==> config.mk <==
export PLATFORM = sky130hd
export DESIGN_NAME = acc_top
export DESIGN_NICKNAME = d
export VERILOG_FILES = /design/src/acc_pkg.sv /design/src/acc_clkgen.sv /design/src/acc_seq.sv /design/src/acc_top.sv
export SDC_FILE = /design/constraint.sdc
export NUM_CORES = 1
export LEC_CHECK = 0
export BUFFER_PORTS_ARGS = -buffer_cell sky130_fd_sc_hd__buf_2
export CAP_MARGIN = 20
export CORE_MARGIN = 8
export CORE_UTILIZATION = 49
export DETAILED_ROUTE_END_ITERATION = 10
export PLACE_DENSITY = 0.91
export SLEW_MARGIN = 20
export SYNTH_ARGS = -nofsm -noshare
export SYNTH_HDL_FRONTEND = slang
export SYNTH_HIERARCHICAL = 1
export SYNTH_SLANG_ARGS = --single-unit
==> constraint.sdc <==
create_clock -name clk_sys -period 3 [get_ports clk_sys]
set_input_delay 0.6 -clock clk_sys [delete_from_list [all_inputs] [get_ports clk_sys]]
set_output_delay 0.6 -clock clk_sys [all_outputs]
set_load 0.03 [all_outputs]
==> src/acc_pkg.sv <==
// Package with register map, field layout, timing and state types of the converter control
`default_nettype none
package acc_pkg;
    // Register byte offsets
    localparam logic [4:0] ACC_OFF_CTRL = 5'h00;
    localparam logic [4:0] ACC_OFF_RESULT = 5'h04;
    localparam logic [4:0] ACC_OFF_CLKREG = 5'h08;
    localparam logic [4:0] ACC_OFF_IST = 5'h0c;
    localparam logic [4:0] ACC_OFF_IMASK = 5'h10;
    // Control register fields
    localparam int ACC_CTRL_DONE = 7;
    localparam int ACC_CTRL_IEN = 6;
    localparam int ACC_CTRL_CONT = 5;
    localparam int ACC_CTRL_CH_LSB = 0;
    localparam logic [4:0] ACC_CH_OFF = 5'h1f;
    localparam int ACC_NUM_CH = 16;
    // Clock register fields
    localparam int ACC_CLK_ASYNC_EN = 7;
    localparam int ACC_CLK_DIV_LSB = 5;
    localparam int ACC_CLK_LPC = 4;
    localparam int ACC_CLK_LSMP = 3;
    // Interrupt status bits
    localparam int ACC_EV_DONE = 0;
    localparam int ACC_EV_OVR = 1;
    localparam int ACC_EV_DIR = 2;
    localparam int ACC_NUM_EV = 3;
    // Reset values
    localparam logic [4:0] ACC_RST_CH = 5'h1f;
    localparam logic [1:0] ACC_RST_DIV = 2'h0;
    localparam logic [2:0] ACC_RST_IMASK = 3'h0;
    // Conversion timing in converter clock ticks
    localparam logic [4:0] ACC_WAKE_TK = 5'h03;
    localparam logic [4:0] ACC_SHORT_TK = 5'h03;
    localparam logic [4:0] ACC_LONG_TK = 5'h17;
    localparam logic [4:0] ACC_CONV_TK = 5'h12;
    // Internal asynchronous clock: system cycles per tick
    localparam logic [2:0] ACC_ASYNC_DIV = 3'h2;
    localparam logic [1:0] ACC_HTRANS_NONSEQ = 2'h2;

    typedef struct packed {
        logic hsel;
        logic [31:0] haddr;
        logic [1:0] htrans;
        logic hwrite;
        logic [2:0] hsize;
        logic [31:0] hwdata;
        logic hready;
    } acc_ahb_req_t;

    typedef struct packed {
        logic hreadyout;
        logic hresp;
        logic [31:0] hrdata;
    } acc_ahb_rsp_t;

    typedef enum logic [3:0] {
        ACC_ST_IDLE = 4'b0001,
        ACC_ST_WAKE = 4'b0010,
        ACC_ST_SAMP = 4'b0100,
        ACC_ST_CONV = 4'b1000
    } acc_seq_st_t;

    typedef struct packed {
        acc_seq_st_t st;
        logic [4:0] cnt;
    } acc_seq_s_t;

    typedef struct packed {
        logic [2:0] bus_cnt;
        logic [2:0] async_cnt;
    } acc_clk_s_t;

    typedef struct packed {
        logic wr_pend;
        logic [4:0] wr_off;
        logic [31:0] rdata;
        logic irq_en;
        logic cont;
        logic [4:0] chan;
        logic async_clock_enable;
        logic [1:0] div;
        logic lpc;
        logic lsmp;
        logic done;
        logic [9:0] result;
        logic [9:0] held;
        logic [2:0] ist;
        logic [2:0] imask;
        logic start;
        logic abort;
    } acc_regs_t;
endpackage
`default_nettype wire

==> src/acc_clkgen.sv <==
// Converter clock tick generator: bus prescaler and internal asynchronous clock
`default_nettype none
module acc_clkgen (
    input wire logic clk_sys,
    input wire logic arst_n,
    input wire logic async_clock_enable,
    input wire logic [1:0] div,
    input wire logic stop_i,
    output logic tick
);
    import acc_pkg::*;
    acc_clk_s_t s_q;
    acc_clk_s_t s_d;
    logic [2:0] mask;
    logic bus_tick;
    logic async_tick;

    always_comb begin
        s_d = s_q;
        s_d.bus_cnt = s_q.bus_cnt + 3'h1;
        // Divide by 1, 2, 4 or 8 only; no divide-by-six
        mask = 3'((4'h1 << div) - 4'h1);
        bus_tick = (s_q.bus_cnt & mask) == 3'h0;
        async_tick = s_q.async_cnt == ACC_ASYNC_DIV - 3'h1;
        s_d.async_cnt = async_tick ? 3'h0 : s_q.async_cnt + 3'h1;
        // Bus clock stops in stop mode, the internal clock keeps running
        tick = async_clock_enable ? async_tick : (bus_tick & ~stop_i);
    end

    always_ff @(posedge clk_sys or negedge arst_n) begin
        if (!arst_n) begin
            s_q <= '0;
        end else begin
            s_q <= s_d;
        end
    end
endmodule // acc_clkgen
`default_nettype wire

==> src/acc_seq.sv <==
// Conversion sequencer: wake, sample and conversion phases counted in converter ticks
`default_nettype none
module acc_seq (
    input wire logic clk_sys,
    input wire logic arst_n,
    input wire logic tick,
    input wire logic start,
    input wire logic abort,
    input wire logic long_smp,
    input wire logic async_clock_enable,
    output logic busy,
    output logic sampling,
    output logic take,
    output logic done
);
    import acc_pkg::*;
    acc_seq_s_t s_q;
    acc_seq_s_t s_d;
    logic [4:0] samp_len;

    always_comb begin
        s_d = s_q;
        take = 1'b0;
        done = 1'b0;
        // Long sample trades conversion time for power
        samp_len = long_smp ? ACC_LONG_TK : ACC_SHORT_TK;
        if (start) begin
            // Async clock needs a wake phase, giving 24 to 44 ticks
            s_d.st = async_clock_enable ? ACC_ST_WAKE : ACC_ST_SAMP;
            s_d.cnt = async_clock_enable ? ACC_WAKE_TK - 5'h1 : samp_len - 5'h1;
        end else if (abort) begin
            s_d.st = ACC_ST_IDLE;
            s_d.cnt = 5'h0;
        end else if (tick) begin
            unique case (s_q.st)
                ACC_ST_IDLE: begin
                    s_d.cnt = 5'h0;
                end
                ACC_ST_WAKE: begin
                    if (s_q.cnt == 5'h0) begin
                        s_d.st = ACC_ST_SAMP;
                        s_d.cnt = samp_len - 5'h1;
                    end else begin
                        s_d.cnt = s_q.cnt - 5'h1;
                    end
                end
                ACC_ST_SAMP: begin
                    if (s_q.cnt == 5'h0) begin
                        take = 1'b1;
                        s_d.st = ACC_ST_CONV;
                        s_d.cnt = ACC_CONV_TK - 5'h1;
                    end else begin
                        s_d.cnt = s_q.cnt - 5'h1;
                    end
                end
                ACC_ST_CONV: begin
                    if (s_q.cnt == 5'h0) begin
                        done = 1'b1;
                        s_d.st = ACC_ST_IDLE;
                    end else begin
                        s_d.cnt = s_q.cnt - 5'h1;
                    end
                end
                default: begin
                    s_d.st = ACC_ST_IDLE;
                    s_d.cnt = 5'h0;
                end
            endcase
        end
        busy = s_q.st != ACC_ST_IDLE;
        sampling = s_q.st == ACC_ST_SAMP;
    end

    always_ff @(posedge clk_sys or negedge arst_n) begin
        if (!arst_n) begin
            s_q <= '{st: ACC_ST_IDLE, cnt: 5'h0};
        end else begin
            s_q <= s_d;
        end
    end
endmodule // acc_seq
`default_nettype wire

==> src/acc_top.sv <==
// Converter control top: AHB-Lite register slave, flags, interrupts and result capture
`default_nettype none
module acc_top (
    input wire logic clk_sys,
    input wire logic arst_n,
    input wire acc_pkg::acc_ahb_req_t ahb_req,
    output acc_pkg::acc_ahb_rsp_t ahb_rsp,
    input wire logic stop_i,
    input wire logic [9:0] sar_value_i,
    input wire logic [15:0] port_dir_out_i,
    output logic [15:0] ch_sel_o,
    output logic sample_o,
    output logic lp_bias_o,
    output logic busy_o,
    output logic conv_req_o,
    output logic irq_o
);
    import acc_pkg::*;
    acc_regs_t s_q;
    acc_regs_t s_d;
    logic tick;
    logic busy;
    logic sampling;
    logic take;
    logic done;
    logic addr_ok;
    logic a_valid;
    logic a_read;
    logic [4:0] a_off;
    logic [31:0] wd;
    logic rd_result;
    logic wr_ctrl;
    logic [2:0] ev;
    logic [2:0] w1c;
    logic ch_valid;

    acc_clkgen u_clkgen (
        .clk_sys(clk_sys),
        .arst_n(arst_n),
        .async_clock_enable(s_q.async_clock_enable),
        .div(s_q.div),
        .stop_i(stop_i),
        .tick(tick)
    );

    acc_seq u_seq (
        .clk_sys(clk_sys),
        .arst_n(arst_n),
        .tick(tick),
        .start(s_q.start),
        .abort(s_q.abort),
        .long_smp(s_q.lsmp),
        .async_clock_enable(s_q.async_clock_enable),
        .busy(busy),
        .sampling(sampling),
        .take(take),
        .done(done)
    );

    always_comb begin
        s_d = s_q;
        s_d.start = 1'b0;
        s_d.abort = 1'b0;
        wd = ahb_req.hwdata;

        // Address phase decode; only the low window of 32 bytes is mapped
        a_valid = ahb_req.hsel & ahb_req.hready & ahb_req.htrans[1];
        addr_ok = ahb_req.haddr[31:5] == 27'h0;
        a_off = addr_ok ? {ahb_req.haddr[4:2], 2'b00} : 5'h1c;
        a_read = a_valid & ~ahb_req.hwrite;

        // Data phase of a write
        wr_ctrl = 1'b0;
        w1c = 3'h0;
        if (s_q.wr_pend) begin
            unique case (s_q.wr_off)
                ACC_OFF_CTRL: begin
                    // Done flag bit is not taken from the write data
                    wr_ctrl = 1'b1;
                    s_d.irq_en = wd[ACC_CTRL_IEN];
                    s_d.cont = wd[ACC_CTRL_CONT];
                    s_d.chan = wd[ACC_CTRL_CH_LSB +: 5];
                end
                ACC_OFF_CLKREG: begin
                    s_d.async_clock_enable = wd[ACC_CLK_ASYNC_EN];
                    s_d.div = wd[ACC_CLK_DIV_LSB +: 2];
                    s_d.lpc = wd[ACC_CLK_LPC];
                    s_d.lsmp = wd[ACC_CLK_LSMP];
                end
                ACC_OFF_IST: begin
                    w1c = wd[2:0];
                end
                ACC_OFF_IMASK: begin
                    s_d.imask = wd[2:0];
                end
                default: begin
                    w1c = 3'h0;
                end
            endcase
        end

        // A write to control restarts, or stops when the channel is off
        ch_valid = s_d.chan[4] == 1'b0;
        if (wr_ctrl) begin
            s_d.start = ch_valid;
            s_d.abort = ~ch_valid;
        end else if (done && s_q.cont && ch_valid) begin
            s_d.start = 1'b1;
        end

        // Pin level is captured at the end of the sample phase
        if (take) begin
            s_d.held = sar_value_i;
        end

        // Events; a set in the same cycle as a clear wins
        ev = 3'h0;
        ev[ACC_EV_DONE] = done;
        ev[ACC_EV_OVR] = done & s_q.done;
        // Output driver on a sampled pin corrupts the reading
        ev[ACC_EV_DIR] = take & port_dir_out_i[s_q.chan[3:0]];
        s_d.ist = (s_q.ist & ~w1c) | ev;

        // Reading the result or writing control clears the done flag
        rd_result = a_read & (a_off == ACC_OFF_RESULT);
        if (done) begin
            // Set on every completion, interrupt enable or not
            s_d.done = 1'b1;
            // Right-justified in the low bits only
            s_d.result = s_q.held;
        end else if (rd_result || wr_ctrl) begin
            s_d.done = 1'b0;
        end

        // Next write data phase
        s_d.wr_pend = a_valid & ahb_req.hwrite;
        s_d.wr_off = a_off;

        // Read data from the next state so a write just before is seen
        if (a_read) begin
            unique case (a_off)
                ACC_OFF_CTRL: begin
                    s_d.rdata = {24'h0, s_d.done, s_d.irq_en, s_d.cont, s_d.chan};
                end
                ACC_OFF_RESULT: begin
                    // Read value is the stored result, before any clear
                    s_d.rdata = {22'h0, s_d.result};
                end
                ACC_OFF_CLKREG: begin
                    s_d.rdata = {24'h0, s_d.async_clock_enable, s_d.div, s_d.lpc, s_d.lsmp, 3'h0};
                end
                ACC_OFF_IST: begin
                    s_d.rdata = {29'h0, s_d.ist};
                end
                ACC_OFF_IMASK: begin
                    s_d.rdata = {29'h0, s_d.imask};
                end
                default: begin
                    s_d.rdata = 32'h0;
                end
            endcase
        end else begin
            s_d.rdata = 32'h0;
        end
    end

    always_ff @(posedge clk_sys or negedge arst_n) begin
        if (!arst_n) begin
            s_q <= '{
                wr_pend: 1'b0,
                wr_off: 5'h0,
                rdata: 32'h0,
                irq_en: 1'b0,
                cont: 1'b0,
                chan: ACC_RST_CH,
                async_clock_enable: 1'b0,
                div: ACC_RST_DIV,
                lpc: 1'b0,
                lsmp: 1'b0,
                done: 1'b0,
                result: 10'h0,
                held: 10'h0,
                ist: 3'h0,
                imask: ACC_RST_IMASK,
                start: 1'b0,
                abort: 1'b0
            };
        end else begin
            s_q <= s_d;
        end
    end

    // Zero-wait slave; every access answers OKAY
    assign ahb_rsp.hreadyout = 1'b1;
    assign ahb_rsp.hresp = 1'b0;
    assign ahb_rsp.hrdata = s_q.rdata;

    // Mux select only; pin digital buffers are left alone
    genvar gi;
    generate
        for (gi = 0; gi < ACC_NUM_CH; gi++) begin : g_ch
            assign ch_sel_o[gi] = busy & (s_q.chan == 5'(gi));
        end
    endgenerate

    // An abort lands one cycle after the channel goes off; never sample with no channel
    assign sample_o = sampling & ~s_q.chan[4];
    assign lp_bias_o = s_q.lpc;
    assign busy_o = busy;
    assign conv_req_o = s_q.done & s_q.irq_en;
    assign irq_o = |(s_q.ist & s_q.imask);
endmodule // acc_top
`default_nettype wire

==> metrics.md, run 1 <==
| Metric | Value |
|---|---|
| Status | completed |
| Row count | 32 |
| Fin. max-slew vios | 0 |
| Root Buffer | clkbuf_8 |
| Fillers | around 660 |
| Fraction of registers with async set/reset | 100.0% |
| Final WL | 10350 um |
| Antenna violation net count after detailed routing | 0 |
| I/O pins | 156 |
| Chip width | 105.9 um |
| Share of layout cells above drive strength 1 | 37.37% |
| Vias per cell | 5.707 |
| Placer Congestion | between 0.9 and 1 |
| Drt first pass iters | 5 |
| Crit end category | output port |
| Die height | 105.9 um |
| Global-route wire length before repair | 16960 um |
| N_diodes | 0 |
| Sequential standard cell area | 1759 sq um |
| Placed Area | 4390 sq um |
| Synth cell types | about 70 |
| Clk_skew | 0.008217 ns |
| Setup CP Type | register to output port |
| Port Buffers | 101 |
| Pin count of the biggest net entering global routing | 71 |
| CP Launch Type | register |
| Post-route cell area | 4606 sq um |
| DR DRC count | 0 |
| Post-CTS Setup Inserts | 0 |
| Count of flip-flops with a built-in enable after synthesis | 0 |
| Static leakage | 2.254 nW |
| Worst Path Required | 2.40 ns |
| CP max FO | 12 |
| Worst slew margin | ~48% |
| Avg Inst Size Synth | 10.50 sq um |
| Cts hold-fix bufs | 0 |
| Fmax | approximately 0.38 GHz |
| H-tree depth | 3 |
| Clock Latency Late Sink | between 0.3 and 0.4 ns |
| P&R area growth vs syn | 16.38% |
| Final Net Count | 570 |
| Multi-input logic area | 1888 sq um |
| Vias in the first global route | between 3000 and 4000 |
| Crit. Startpoint | u_seq/s_q[6]$_DFFE_PN0P_ |
| Min Tclk post-route | 2.600 ns |
| VDD IR-drop max | 0.0003175 V |
| Final Core Density | between 50% and 60% |
| Slew @ Worst Pin | 0.7831 ns |
| Hold Crit Class | primary input to async pin |
| Total global routing overflow | 0 |
| Core Area | 7767 sq um |
| Final Hold Viols | 0 |
| Overall power | between 1.5 and 2 mW |
| Most used flip-flop cell after synthesis | dfrtp_1 |
| Critical Path AT | 2.00 ns |
| Total of max-cap violations | 0 |
| CTS tree | built |
| Final WS setup | 0.3997 ns |
| Clock buffer depth | 2 |
| Post-Syn Area | 3958 sq um |
| Die ar. | 11210 sq um |
| WL/cell | approximately 18 um |
| Total number of vias | between 3000 and 4000 |
| Layout Cells excl Fill | 573 |
| Worst hold slack | 0.2507 ns |
| Placed insts | approximately 560 |
| Inserted Clock Buffers | 9 |
| Reg2reg path depth | 10 |
| Starting Density | 50.95% |
| Cells after synthesis | 377 |
| Setup Viol. Count Final | 0 |
| Sequential fraction of the synthesis area | 44.45% |
| Dpl hpwl | roughly 8000 um |
| Yosys warning total | 6 |
| Worst-path clk slew | 0.07 ns |
| GRT Total Usage | roughly 18% |
| Tcrit/Tclk final | 86.68% |
| Worst slack, placed | about 0.39 ns |
| Pwr/cell area | 414.9 nW/um^2 |
| Initial antenna violation count | 0 |
| Clock Sink Count | 70 |
| Synthesized flop and latch total | 70 |
| DRT iter0 DRCs | 262 |
| RSZ-0062 raised after global routing | no |
| Reg-to-reg startpoint | u_seq/s_q[0]$_DFFE_PN0P_ |
| Total negative slack | 0 ns |
| Post-cts sizing count | 0 |
-- report_power, final --
group          internal, mW  switching [mW]  leakage (nW)
sequential            0.944        0.000357         0.927
combinational        0.0476          0.0935          1.22
clock                 0.489           0.337         0.110
total                  1.48           0.430          2.25
-- logic make-up (layout without fill, tap and decap cells) --
family	count (synthesis)	count (layout)	share of synthesized area, %
other cells	2	24	0.1898
simple gates	132	132	19.25
mux	44	44	13.41
buf+inv	65	137	9.927
xor+xnor	4	4	0.8854
compound gates	57	57	10.94
fa+ha+maj	3	3	0.9486
flops	70	70	44.45
-- metal layers --
layer / global-route usage, % / vias up / part of all wire (%)
met4: 8.241 / 0 / 1.7
met2: 32.39 / 180 / 53
li1: - / 1491 / -
met1: 20.40 / 1581 / 37
met3: 4.750 / 18 / 7.9
met5: 0 / - / 0
-- worst paths after layout --
| kind | endpoint | slack [ns] |
|---|---|---|
| hold / removal | s_q[8]$_DFFE_PN0P_ | 0.25 |
| setup reg to reg | ahb_rsp[2]$_DFF_PN0_ | 0.56 |
| hold reg to reg | u_clkgen/s_q[3]$_DFF_PN0_ | 0.47 |
| max in group asynchronous | s_q[35]$_DFF_PN1_ | 2.41 |
| setup / recovery | ch_sel_o[0] | 0.40 |
| min in group clk_sys | u_clkgen/s_q[3]$_DFF_PN0_ | 0.47 |
-- placed cells by master (no fill, tap or decap), types with 4 or more instances in the layout --
master    instances
nor2_1           31
a31oi_1           5
nand3_1          16
clkbuf_8         10
nand2b_1          4
inv_1            12
a311oi_1          6
and2_1            5
dfrtp_1          64
or3_1             5
buf_2           101
nand2_1          17
conb_1           24
mux2_2           34
o21ai_0           4
nor4_1            6
nor3_1           12
dfstp_2           6
nand4_1           5
a21oi_1           8
mux2i_1           5
buf_4             5
nor2b_1           5
-- synthesized netlist by cell type, types with 3 or more instances --
library cell | number | area share (%)
a21oi_1 | 8 | 1.0
inv_1 | 12 | 1.1
mux2_2 | 34 | 9.7
nand2_1 | 17 | 1.6
o21ai_0 | 4 | 0.51
a311oi_1 | 6 | 1.3
xnor2_1 | 3 | 0.66
or3_1 | 5 | 0.79
a2bb2oi_1 | 3 | 0.66
dfstp_2 | 6 | 4.0
and2_1 | 5 | 0.79
nor2b_1 | 5 | 0.79
nand4_1 | 5 | 0.79
dfrtp_1 | 64 | 40
nor3_1 | 12 | 1.5
nor2_1 | 31 | 2.9
or4b_1 | 3 | 0.76
mux4_2 | 3 | 1.7
nand3_1 | 16 | 2.0
and3_1 | 3 | 0.47
buf_4 | 35 | 6.6
nand4b_1 | 3 | 0.66
clkbuf_1 | 12 | 1.1
nor4_1 | 6 | 0.95
nand2b_1 | 4 | 0.63
ha_1 | 3 | 0.95
a31oi_1 | 5 | 0.79
mux2i_1 | 5 | 1.3
a21o_1 | 3 | 0.57
-- flip-flops by register name (all words and copies together) (netlist names) --
register / flops
ahb_rsp: 10
lp_bias_o: 1
s_q: 44
u_clkgen/s_q: 6
u_seq/s_q: 9
-- final cells by class --
cell class | count | area share (%)
multi-input combinational | 264 | 40.99
timing repair buffer | 107 | 12.22
tap | 102 | 2.771
sequential | 70 | 38.20
inverter | 14 | 1.141
clock inverter | 4 | 1.521
clock buffer | 12 | 3.151
-- critical path: stages, from the launching register on --
cell and delay, ns:
dfrtp_1 0.54, inv_1 0.12, nand3_1 0.14, nand2b_1 0.10
or3_1 0.38, nor3_1 0.14, buf_2 0.22
No activity file was read; power rests on OpenSTA's default activity.
==> run 2, diff against run 1 <==
==> constraint.sdc (replaced) <==
create_clock -name clk_sys -period 3 [get_ports clk_sys]
set_input_delay 0.3 -clock clk_sys [delete_from_list [all_inputs] [get_ports clk_sys]]
set_output_delay 0.3 -clock clk_sys [all_outputs]
set_load 0.03 [all_outputs]
==> run 2 against run 1 <==
  * The run now ends with negative hold slack left
  * Clock skew is 0.0050 ns higher
  * Cell count is 0.17% lower
  * Global-route usage is 0.20 points lower
  * Non-clock buffer count is 1 lower
  * Sequential cell count stayed put
  * Routed wire length is 0.19% lower
  * Sequential share of layout area is 0.40 points higher
  * Fmax is 4.3% higher
  * Via count is 2.4% higher
  * Utilization is 0.61 points lower
  * Sequential power hardly changed
  * Largest power group unchanged
==> metrics.md, run 2 (synthesis results as in run 1) <==
| Metric | Value |
|---|---|
| Total global routing overflow | 0 |
| CP max FO | 15 |
| Reg-to-reg startpoint | u_seq/s_q[0]$_DFFE_PN0P_ |
| Pin count of the biggest net entering global routing | 42 |
| Post-route cell area | 4558 sq um |
| CP Launch Type | register |
| Setup CP Type | register to register |
| Crit end category | register |
| Port Buffers | 101 |
| Critical Path AT | roughly 2.7 ns |
| Setup Viol. Count Final | 0 |
| Antenna violation net count after detailed routing | 0 |
| Min Tclk post-route | between 2 and 2.5 ns |
| N_diodes | 0 |
| Worst path bufs/invs | 3 |
| Placer Congestion | a little over 0.9 |
| Total of max-cap violations | 0 |
| Crit path top cell by count | buf_4 |
| WL/cell | 18.06 um |
| Multi-input logic area | 1888 sq um |
| Tcrit/Tclk final | 83.06% |
| Global-route wire length before repair | 16570 um |
| GRT Total Usage | 18.20% |
| Initial antenna violation count | 0 |
| Row count | 32 |
| Hold Crit Class | primary input to async pin |
| Final WL | just over 10000 um |
| Core Area | ~8000 sq um |
| Root Buffer | clkbuf_8 |
| VDD IR-drop max | 0.0002983 V |
| Static leakage | 2.222 nW |
| CTS tree | built |
| Worst hold slack | -0.01010 ns |
| Commonest non-fill, non-tap cells in the layout | 101 x buf_2, 64 x dfrtp_1, 34 x mux2_2 |
| Worst-path clk slew | 0.08 ns |
| RSZ-0062 raised after global routing | no |
| DR DRC count | 0 |
| Final Core Density | between 50% and 60% |
| Overall power | 1.759 mW |
| Status | finished with violations |
| Crit-path cells | inv_1, ha_1, nor4b_2, buf_4, nand3_1, nor2_1, buf_4, mux2_2, nand4_1, a311oi_1 |
| Drt first pass iters | 5 |
| Slew @ Worst Pin | around 0.90 ns |
| Share of layout cells above drive strength 1 | 37.66% |
| Final Hold Viols | 19 |
| DRT iter0 DRCs | ~230 |
| Starting Density | 50.95% |
| Clock Latency Late Sink | around 0.34 ns |
| Fin. max-slew vios | 0 |
| Sequential standard cell area | around 1800 sq um |
| Fmax | 0.4013 GHz |
| Max FFs per register | between 40 and 50 |
| Total negative slack | 0 ns |
| Dpl hpwl | a little under 8000 um |
| Post-cts sizing count | 0 |
| Inserted Clock Buffers | 9 |
| Total number of vias | between 3000 and 4000 |
| Vias in the first global route | 3412 |
| Most common cell after layout, fill and taps aside | buf_2 |
| CP max stage cell | dfrtp_1 |
| Cts hold-fix bufs | 0 |
| Crit. Startpoint | u_seq/s_q[0]$_DFFE_PN0P_ |
| Final Net Count | 569 |
| P&R area growth vs syn | 15.18% |
| Worst slew margin | 39.74% |
| Worst Path Required | between 3 and 4 ns |
| Die ar. | 11210 sq um |
| CP top delay family | simple AND/OR/NAND/NOR gates |
| Largest stage delay, worst path | 0.41 ns |
| Clock Sink Count | 70 |
| Violations in the final reports | negative hold slack |
| Fillers | ~650 |
| Vias per cell | around 5.9 |
| H-tree depth | 3 |
| Largest Register | s_q |
| Clk_skew | 0.01326 ns |
| Post-CTS Setup Inserts | 0 |
| Pwr/cell area | 386.0 nW/um^2 |
| Die height | 105.9 um |
| Chip width | between 100 and 150 um |
| Placed Area | 4383 sq um |
| Clock buffer depth | 2 |
| I/O pins | 156 |
-- run 2: changes by cell type in the layout (fill, tap and decap cells not counted) --
cell        change
clkinvlp_4      +3
bufinv_16       -2
clkbuf_1        -2
buf_4           -1
clkinv_2        +1
-- run 2: final cells by class --
cell class | count | share of cell area [%]
Timing Repair Buffer | 106 | 12.19
Tap cell | 102 | 2.800
Multi-Input combinational cell | 264 | 41.42
Sequential cell | 70 | 38.59
Clock buffer | 10 | 3.019
Inverter | 14 | 1.153
Clock inverter | 6 | 0.8235
-- run 2: final timing paths --
kind	endpoint	slack, ns	depth (start not counted)
max reg2reg	ahb_rsp[5]$_DFF_PN0_	0.51	10
min in group clk_sys	s_q[17]$_DFFE_PN0P_	0.19	2
max in group asynchronous	s_q[37]$_DFF_PN1_	2.31	2
max	ahb_rsp[5]$_DFF_PN0_	0.51	10
min reg2reg	u_clkgen/s_q[3]$_DFF_PN0_	0.46	1
min	s_q[8]$_DFFE_PN0P_	-0.01	1
-- run 2: stage by stage --
| step | setup slack [ns] | cells | hold slack [ns] |
|---|---|---|---|
| after CTS | 0.5594 | 572 | 0.006547 |
| after global placement | 0.6503 | 556 | 0.3629 |
| final | 0.5081 | 572 | -0.01010 |
| after detailed placement | 0.6202 | 556 | 0.3825 |
| after global routing | 0.3384 | 572 | 0.02075 |
| after floorplan | 0.4962 | 399 | 0.004409 |
-- run 2: report_power, final --
part | leakage (nW) | switching, mW | internal, mW | total [mW]
clock network | 0.0841 | 0.358 | 0.318 | 0.675
logic | 1.21 | 0.0927 | 0.0468 | 0.140
registers | 0.927 | 0.000463 | 0.944 | 0.944
total | 2.22 | 0.451 | 1.31 | 1.76
-- run 2: per-layer routing --
layer	wire [um]	GRT usage (%)
met5	0	0
met4	240	7.337
met3	903	5.603
met2	5204	31.23
met1	3982	20.61
